[src/shared/camtp_pkg.sv]
// Purpose: constants for the acceptance mask, mailbox window and timer prescaler
// Assumes: 8-bit special function register bus, one system clock
// Notes: offsets are the byte addresses of the register space
package camtp_pkg;
  // --------------------------------------------------------------
  // register offsets
  // --------------------------------------------------------------
  localparam logic [7:0] ADDR_PRESCALE = 8'hA1;
  localparam logic [7:0] ADDR_MBOX_DATA = 8'hA3;
  localparam logic [7:0] ADDR_TIMER_LOW = 8'hAC;
  localparam logic [7:0] ADDR_TIMER_HIGH = 8'hAD;
  localparam logic [7:0] ADDR_MASK_ONE = 8'hC4;
  localparam logic [7:0] ADDR_MASK_TWO = 8'hC5;
  localparam logic [7:0] ADDR_MASK_THREE = 8'hC6;
  localparam logic [7:0] ADDR_MASK_FOUR = 8'hC7;
  // --------------------------------------------------------------
  // field layout of the fourth mask register
  // --------------------------------------------------------------
  localparam int MASK4_ID_HI = 7;
  localparam int MASK4_ID_LO = 3;
  localparam int MASK4_RTR_BIT = 2;
  localparam int MASK4_RSVD_BIT = 1;
  localparam int MASK4_IDE_BIT = 0;
  // --------------------------------------------------------------
  // sizes and reset values
  // --------------------------------------------------------------
  localparam int ID_W = 29;
  localparam int OBJ_W = 2;
  localparam int PTR_W = 3;
  localparam int MBOX_DEPTH = 32;
  localparam logic [7:0] PRESCALE_RST = 8'h00;
  localparam logic [15:0] TIMER_RST = 16'h0000;
  localparam logic [7:0] READ_ZERO = 8'h00;
endpackage : camtp_pkg

[src/core/camtp_core.sv]
// Purpose: CAN acceptance mask, mailbox data window and message timer prescaler
// Assumes: register access and filter inputs come from logic on CLK_I
// Notes: mask and mailbox storage carry no reset and read undefined until written
`timescale 1ns/100ps
`default_nettype none

// Contract
// - mask three/four hold identifier bits 12..0
// - mask bit one compares, zero forces true
// - fourth register bit 2 masks remote request
// - fourth register bit 0 masks format bit
// - mask used only for receiving objects
// - bit 1 reserved, software writes zero
// - mask registers not initialised by reset
// - data register accesses selected mailbox byte
// - 8-bit prescaler register, resets to zero
// - first two registers hold bits 28..13
// - 16-bit read-only timer, high/low bytes
module camtp_core (
  input wire logic CLK_I,
  input wire logic RESET_N_I,
  input wire logic [7:0] SFR_ADDR_I,
  input wire logic [7:0] SFR_WDATA_I,
  input wire logic SFR_WR_I,
  input wire logic SFR_RD_I,
  output logic [7:0] SFR_RDATA_O,
  input wire logic [camtp_pkg::OBJ_W-1:0] OBJ_SEL_I,
  input wire logic AUTO_INC_I,
  input wire logic PTR_LOAD_I,
  input wire logic [camtp_pkg::PTR_W-1:0] PTR_INDEX_I,
  input wire logic [camtp_pkg::ID_W-1:0] RX_ID_I,
  input wire logic RX_RTR_I,
  input wire logic RX_IDE_I,
  input wire logic [camtp_pkg::ID_W-1:0] TAG_ID_I,
  input wire logic TAG_RTR_I,
  input wire logic TAG_IDE_I,
  input wire logic OBJ_IS_RX_I,
  output logic ACCEPT_HIT_O
);
  import camtp_pkg::*;

  logic [7:0] mask_one;
  logic [7:0] mask_two;
  logic [7:0] mask_three;
  logic [7:0] mask_four;
  logic [7:0] prescale;
  logic [7:0] presc_cnt;
  logic [15:0] timer;
  logic [PTR_W-1:0] ptr;
  logic [7:0] mbox [MBOX_DEPTH];

  // --------------------------------------------------------------
  // decode
  // --------------------------------------------------------------
  wire wr_prescale = SFR_WR_I && (SFR_ADDR_I == ADDR_PRESCALE);
  wire wr_mbox = SFR_WR_I && (SFR_ADDR_I == ADDR_MBOX_DATA);
  wire rd_mbox = SFR_RD_I && (SFR_ADDR_I == ADDR_MBOX_DATA);
  wire wr_mask_one = SFR_WR_I && (SFR_ADDR_I == ADDR_MASK_ONE);
  wire wr_mask_two = SFR_WR_I && (SFR_ADDR_I == ADDR_MASK_TWO);
  wire wr_mask_three = SFR_WR_I && (SFR_ADDR_I == ADDR_MASK_THREE);
  wire wr_mask_four = SFR_WR_I && (SFR_ADDR_I == ADDR_MASK_FOUR);
  wire mbox_access = wr_mbox || rd_mbox;
  wire [OBJ_W+PTR_W-1:0] mbox_idx = {OBJ_SEL_I, ptr};

  // --------------------------------------------------------------
  // acceptance compare
  // --------------------------------------------------------------
  wire [ID_W-1:0] id_mask = {mask_one, mask_two, mask_three,
                             mask_four[MASK4_ID_HI:MASK4_ID_LO]};
  wire [ID_W-1:0] id_match = ~((RX_ID_I ^ TAG_ID_I) & id_mask);
  wire rtr_match = !(mask_four[MASK4_RTR_BIT] && (RX_RTR_I != TAG_RTR_I));
  wire ide_match = !(mask_four[MASK4_IDE_BIT] && (RX_IDE_I != TAG_IDE_I));
  wire next_hit = OBJ_IS_RX_I && (&id_match) && rtr_match && ide_match;

  // --------------------------------------------------------------
  // prescaler, timer and mailbox pointer
  // --------------------------------------------------------------
  wire tick = (presc_cnt == prescale);
  wire [7:0] next_presc_cnt = tick ? READ_ZERO : presc_cnt + 8'h01;
  wire [15:0] next_timer = tick ? timer + 16'h0001 : timer;
  wire [PTR_W-1:0] next_ptr = PTR_LOAD_I ? PTR_INDEX_I :
      (mbox_access && AUTO_INC_I) ? ptr + 3'h1 : ptr;

  // --------------------------------------------------------------
  // read mux
  // --------------------------------------------------------------
  logic [7:0] rd_mux;
  always_comb begin
    unique case (SFR_ADDR_I)
      ADDR_PRESCALE: rd_mux = prescale;
      ADDR_MBOX_DATA: rd_mux = mbox[mbox_idx];
      ADDR_TIMER_LOW: rd_mux = timer[7:0];
      ADDR_TIMER_HIGH: rd_mux = timer[15:8];
      ADDR_MASK_ONE: rd_mux = mask_one;
      ADDR_MASK_TWO: rd_mux = mask_two;
      ADDR_MASK_THREE: rd_mux = mask_three;
      // reserved bit reads as zero
      ADDR_MASK_FOUR: rd_mux = {mask_four[7:2], 1'b0, mask_four[0]};
      default: rd_mux = READ_ZERO;
    endcase
  end

  // --------------------------------------------------------------
  // storage without reset
  // --------------------------------------------------------------
  // masks and mailbox are undefined until software writes them
  always_ff @(posedge CLK_I) begin
    if (wr_mask_one) mask_one <= SFR_WDATA_I;
    if (wr_mask_two) mask_two <= SFR_WDATA_I;
    if (wr_mask_three) mask_three <= SFR_WDATA_I;
    if (wr_mask_four) mask_four <= SFR_WDATA_I;
    if (wr_mbox) mbox[mbox_idx] <= SFR_WDATA_I;
  end

  // --------------------------------------------------------------
  // control state with reset
  // --------------------------------------------------------------
  always_ff @(posedge CLK_I or negedge RESET_N_I) begin
    if (!RESET_N_I) begin
      prescale <= PRESCALE_RST;
      presc_cnt <= READ_ZERO;
      timer <= TIMER_RST;
      ptr <= '0;
      SFR_RDATA_O <= READ_ZERO;
      ACCEPT_HIT_O <= 1'b0;
    end else begin
      if (wr_prescale) prescale <= SFR_WDATA_I;
      presc_cnt <= next_presc_cnt;
      timer <= next_timer;
      ptr <= next_ptr;
      if (SFR_RD_I) SFR_RDATA_O <= rd_mux;
      ACCEPT_HIT_O <= next_hit;
    end
  end

  // --------------------------------------------------------------
  // checks
  // --------------------------------------------------------------
  logic [8:0] since_tick;
  logic presc_dirty;
  always_ff @(posedge CLK_I or negedge RESET_N_I) begin
    if (!RESET_N_I) begin
      since_tick <= 9'h000;
      presc_dirty <= 1'b0;
    end else begin
      since_tick <= tick ? 9'h000 : since_tick + 9'h001;
      presc_dirty <= wr_prescale || (presc_dirty && !tick);
    end
  end
endmodule : camtp_core

`default_nettype wire

[config.mk]
export PLATFORM = sky130hd
export DESIGN_NAME = camtp_core
export DESIGN_NICKNAME = d
export VERILOG_FILES = /design/src/shared/camtp_pkg.sv /design/src/core/camtp_core.sv
export SDC_FILE = /design/constraint.sdc
export NUM_CORES = 1
export LEC_CHECK = 0
export BUFFER_PORTS_ARGS = -buffer_cell sky130_fd_sc_hd__buf_2
export CORE_ASPECT_RATIO = 2
export CORE_MARGIN = 2
export CORE_UTILIZATION = 50
export DETAILED_ROUTE_END_ITERATION = 12
export GPL_ROUTABILITY_DRIVEN = 0
export PLACE_DENSITY = 0.8
export REMOVE_ABC_BUFFERS = 1
export SLEW_MARGIN = 30
export SYNTH_ARGS = -nofsm -noshare
export SYNTH_HDL_FRONTEND = slang
export SYNTH_SLANG_ARGS = --single-unit
export TNS_END_PERCENT = 50
[constraint.sdc]
create_clock -name CLK_I -period 2.1 [get_ports CLK_I]
set_input_delay 0.315 -clock CLK_I [delete_from_list [all_inputs] [get_ports CLK_I]]
set_output_delay 0.315 -clock CLK_I [all_outputs]
set_load 0.01 [all_outputs]
==> results of run 1 <==
==> flip-flops by register name, summed over array words and instances (netlist names) <==
name and flops:
SFR_RDATA_O 8, presc_cnt 8, ptr 3, mask_three 8, timer 16, mask_one 8, ACCEPT_HIT_O 1, mbox 256
prescale 8, mask_four 7, mask_two 8
==> metal layers <==
layer  up-vias  track usage, %  part of all wire (%)
met5         -               0                     0
li1       3961               -                     -
met2       496            47.6                    55
met3       139            2.10                   5.2
met1      4504            24.7                    31
met4         0            20.0                   9.1
==> critical path: stages (launching register included) <==
cell,delay [ns]
dfrtp_4,0.52
buf_6,0.15
buf_12,0.15
buf_6,0.14
mux2i_2,0.23
o22ai_2,0.16
or4_4,0.45
nor2_4,0.16
o21ai_2,0.08
==> logic make-up (layout without fill, tap and decap cells) <==
family | Yosys count | in the layout | share of synthesized area, %
multiplexers | 154 | 154 | 11.7
AO/OA/AOI/OAI | 113 | 113 | 5.17
flip-flops | 331 | 331 | 69.0
buffers and inverters | 50 | 287 | 2.20
adder cells (fa/ha/maj) | 6 | 6 | 0.533
XOR/XNOR | 62 | 62 | 3.86
AND/OR/NAND/NOR | 183 | 183 | 7.53
==> power by group through the flow <==
stage	registers [mW]	clock network (mW)	logic, mW
global placement	7.58	0	1.37
detailed placement	7.59	0	1.41
global route	7.46	5.34	1.73
finish	7.45	5.07	1.64
floorplan	7.61	0	0.748
CTS	7.44	5.10	1.56
==> synthesized netlist by cell type (2+ instances only) <==
cell type / number
o21ai_1: 12
edfxtp_1: 287
o211ai_1: 6
mux4_2: 7
buf_4: 3
nor2_1: 49
a21oi_1: 6
buf_2: 18
or4_1: 17
nand4bb_1: 6
nand4_1: 8
nand3b_1: 3
a22oi_1: 3
clkbuf_2: 4
o22ai_1: 64
nand3_1: 35
o21ai_0: 4
clkbuf_1: 11
xnor2_1: 17
nor2b_1: 10
mux2_2: 7
dfrtp_1: 44
xor2_1: 45
ha_1: 6
a22o_1: 6
or4b_1: 4
nor3_1: 10
inv_1: 2
nor3b_1: 3
mux2i_1: 136
nand2_1: 16
buf_6: 11
nand4b_1: 3
mux2_1: 4
a31oi_1: 2
or3b_1: 3
a221oi_1: 6
and3_1: 6
==> layout make-up <==
cell class	count	area (µm²)
tap	352	440
clock inverter	14	151
inverter	2	7.51
clock buffer	31	733
timing repair buffer	240	1810
fill	1861	10400
multi-input combinational	518	4390
sequential	331	9730
==> timing repair <==
| item | in CTS | in global routing |
|---|---|---|
| hold endpoints to repair | 46 | 0 |
| setup endpoints to repair | 8 | 59 |
| resized for setup | 43 | 47 |
| hold buffers | 3 | 0 |
| pin swaps | 16 | 17 |
| gates cloned | 2 | 1 |
| buffers inserted | 16 | 1 |
==> final timing paths <==
path,start,end,slack (ns)
setup / recovery,ptr[1],SFR_RDATA_O[3],-0.08
hold / removal,PTR_INDEX_I[1],ptr[1],0.02
setup reg to reg,ptr[1],SFR_RDATA_O[3],-0.08
hold reg to reg,timer[15],timer[15],0.48
max in group asynchronous,RESET_N_I,ptr[1],1.23
min in group asynchronous,RESET_N_I,ACCEPT_HIT_O,0.40
==> cells in the final DEF, fill, tap and decap left out, drive strengths merged, types with 7 or more instances in the layout <==
master  instances
mux4            7
clkinv          8
dfrtp          44
mux2           11
o22ai          64
nand3          36
mux2i         136
edfxtp        287
clkbuf         32
nand2          16
nor3           10
nand4           8
nor2b          10
nor2           49
buf           235
or4            17
o21ai          16
xnor2          17
xor2           45
==> per-stage QoR <==
step / power, mW / utilization (%)
after floorplan: 8.36 / -
after global placement: 8.95 / 57.0
after detailed placement: 8.99 / 57.0
after CTS: 14.1 / 61.5
after global routing: 14.5 / 62.4
final: 14.2 / 62.4
==> impl_metrics.toml, run 1 <==
[outcome]
outcome = "finished, violations left"
violations = "setup timing"

[timing]
whs_ns = 0.0196
min_period_over_period_pct = 104
tightest_slew_ns = 0.842
maxSlewViolCount = 0
maxSlewHeadroom_pct = 43.9
finalSetupViolations = 7
rsz0062_at_grt = "true"
max_clock_freq_mhz = 460
final.setup.worst_slack_ns = -0.0756
finClkSkew_ns = 0.0275
fin_crit_ns = 2.18
hold_viol_final = 0
setup_tns_ns = -0.303

[die]
rows = 86
dieWidth_um = 123
pin_count = 99
dieArea_um2 = 29600
core-area_um2 = 27700
initial_core_util_pct = 50.9
die_h_um = 241

[logic_synthesis]
ys_seq_elements = 331
ys_seq_area_share_pct = 69.0
synthCells = 899
netlist_area_um2 = 14100
synth_cell_types = 53
ys_top_cells_by_area = "edfxtp_1, mux2i_1, dfrtp_1"
synth_warnings = 0
syn_avg_cell_area_um2 = 15.7
yosysTopAreaCell = "edfxtp_1"
yosys_most_used_dff = "edfxtp_1"
async_flop_share_pct = 13.3
synth.top_cell.area_share_pct = 61.2
synth_edf_count = 287

[global_route]
grt-ovfl-total = 0
grt_pass1_vias = 9246
antenna_found_initial = 0
grtUsageTotal_pct = 25.3
grt_pass1_wl_mm = 54.2
grt_max_degree = 45

[layout]
finalNonFillerCells = 1488
drive_gt1_share_pct = 31.7
area_delta_synth_final_pct = 22.6
nNetsFinal = 1215
design_area_um2 = 17300
n_antenna_cell = 0

[place]
dp_cells = 1424
dpl.hpwl_mm = 25.9
place_worst_setup_slack_ns = -0.172
io_buffers = 98
placedInstanceArea_um2 = 15800

[power]
ir_drop_v = 0.000691
p_seq_share_pct = 52.6
p_leak_nw = 6.43
combPwrFrac_pct = 11.6
p_int_mw = 10.9
pwr-share-clk_pct = 35.8
power.switching_mw = 3.25
swShare_pct = 23.0
power_density_nw_per_um2 = 820

[cts]
h-tree-depth = 1
clk_pin_slew_ns = 0.08
numCtsBuffers = 26
clock_path_buffers = 3
root_buffer = "clkbuf_16"
cts.sinks = 331
clk_latency_ns = 0.56
tritoncts = "built"

[route]
drt_iter0_drc = 777
drc = 0
via_per_inst = 6.12
ant_nets = 0
routedWlPerCell_um = 25.7
drt_first_pass_iters = 5
vias = 9100
routed_wl_mm = 38.2

[run]
max-cap-violations = 0

[worst_setup_path]
critPathArrivalTime_ns = 2.60
required_ns = 2.53
worstPathMaxFanout = 14
crit_path_end_kind = "flop"
r2r.worst_path.cells = 8
start_kind = "flop"
criticalPathCategory = "flop to flop"

[min_path]
min_path_type = "input port to flop"
holdPathStages = 3
(Power assumes the default switching activity.)
==> inputs of run 2 (changes only) <==
Settings changed: PLACE_DENSITY 0.8 to 0.69.
==> run 2 against run 1 <==
The flow still finishes with violations (setup timing). Setup slack better by 0.049 ns. Non-clock buffer count down 18. Global-route usage down 0.93 points. Total power down 1.9%. Hold slack better by 0.035 ns. First-iteration DRC count down 6.4%. Core utilization down 1.8 points. Via count down 5.6%. Critical path depth unchanged. Critical path type unchanged. Largest power group unchanged.
==> impl_metrics.toml, run 2 (same netlist as run 1, synthesis figures left out) <==
[die]
dieArea_um2 = 29600
pin_count = 99
core-area_um2 = 27700
rows = 86
die_h_um = 241
initial_core_util_pct = 50.9
dieWidth_um = 123

[route]
drt_first_pass_iters = 8
drt_iter0_drc = 727
ant_nets = 0
drc = 0
via_per_inst = 5.83
vias = 8592
routed_wl_mm = 35.2
routedWlPerCell_um = 23.9

[global_route]
grt_max_degree = 38
grt_pass1_vias = 8908
antenna_found_initial = 1
grtUsageTotal_pct = 24.4
grt-ovfl-total = 0
grt_pass1_wl_mm = 52.2

[power]
power.total_mw = 13.9
ir_drop_v = 0.000615
p_leak_nw = 6.25
power_density_nw_per_um2 = 829

[timing]
final.setup.worst_slack_ns = -0.0262
tightest_slew_ns = 0.866
rsz0062_at_grt = "true"
fin_crit_ns = 2.13
hold_viol_final = 0
min_period_over_period_pct = 101
finClkSkew_ns = 0.0125
maxSlewHeadroom_pct = 42.3
finalSetupViolations = 7
max_clock_freq_mhz = 470
maxSlewViolCount = 0
setup_tns_ns = -0.0913

[cts]
root_buffer = "clkbuf_16"
numCtsBuffers = 27
clk_pin_slew_ns = 0.07
h-tree-depth = 1
cts.sinks = 331
clk_latency_ns = 0.55
tritoncts = "built"
clock_path_buffers = 3

[layout]
area_delta_synth_final_pct = 19.1
top_register = "mbox"
n_antenna_cell = 0
mostFrequentLayoutCells = "edfxtp_1, mux2i_1, buf_4"
reg_top3 = "mbox x256, timer x16"
drive_gt1_share_pct = 27.6
final_util_pct = 60.6
nNetsFinal = 1198
largest_reg_flops = 256
finalNonFillerCells = 1473
mostFrequentLayoutCell = "edfxtp_1"

[min_path]
min_to = "ptr[0]"
worstHoldStart = "PTR_LOAD_I"
min_path_type = "input port to flop"
holdPathStages = 2

[worst_setup_path]
criticalPathCategory = "flop to flop"
crit-reg2reg-launch = "ptr[1]"
critPathArrivalTime_ns = 2.56
start_kind = "flop"
worstPathMaxFanout = 12
r2r_setup_slack_ns = -0.03
r2r_end = "SFR_RDATA_O[7]"
required_ns = 2.53
crit_path_end_kind = "flop"
r2r.worst_path.cells = 8

[place]
dp_cells = 1420
io_buffers = 98
place_worst_setup_slack_ns = -0.174
dpl.hpwl_mm = 25.5

[run]
max-cap-violations = 0

[outcome]
violations = "setup timing"
outcome = "finished, violations left"
==> run 2: final cells by class <==
| class | count | area [µm²] |
|---|---|---|
| clock buffer | 32 | 694 |
| clock inverter | 16 | 164 |
| fill | 2031 | 10900 |
| inverter | 2 | 7.51 |
| multi-input combinational | 518 | 4190 |
| sequential | 331 | 9730 |
| tap | 352 | 440 |
| timing repair buffer | 222 | 1550 |
==> run 2: worst max path at each step <==
stage	from	to
3_5_place_dp	ptr[2]	SFR_RDATA_O[7]
3_3_place_gp	ptr[2]	SFR_RDATA_O[7]
6_report	ptr[1]	SFR_RDATA_O[7]
5_1_grt	ptr[1]	SFR_RDATA_O[4]
2_1_floorplan	ptr[1]	mbox[27][0]
4_1_cts	ptr[1]	SFR_RDATA_O[5]
==> run 2: layer usage <==
| layer | vias up | global-route usage, % | part of all wire [%] |
|---|---|---|---|
| li1 | 3918 | - | - |
| met1 | 4222 | 24.5 | 33 |
| met2 | 345 | 47.7 | 56 |
| met3 | 105 | 2.05 | 4.5 |
| met4 | 2 | 13.9 | 6.4 |
| met5 | - | 0 | 0.031 |
==> run 2: worst max-delay path, stage by stage (launching register included) <==
cell and delay (ns):
dfrtp_4 0.55, buf_12 0.19, buf_12 0.14, mux2i_2 0.23, o22ai_2 0.13, buf_4 0.15, or4_4 0.43, nor2_1 0.12
o21ai_1 0.06
==> run 2: repair_timing <==
action	CTS	global route
resized for setup	23	13
hold endpoints to repair	22	0
setup buffers	4	0
gates cloned	0	0
endpoints found under the setup margin	16	70
pin swaps	2	0
hold buffers	1	0
==> run 2: stage by stage <==
step / hold WS (ns) / instance area (µm²)
floorplan: 0.0194 / 13800
global placement: 0.354 / 15700
detailed placement: 0.357 / 15700
CTS: 0.0308 / 16700
global route: 0.0460 / 16800
finish: 0.0547 / 16800
==> run 2: power breakdown <==
group	total [mW]	switching (mW)	internal (mW)
Sequential	7.45	0.189	7.26
Combinational	1.49	0.802	0.688
Clock	4.95	2.21	2.74
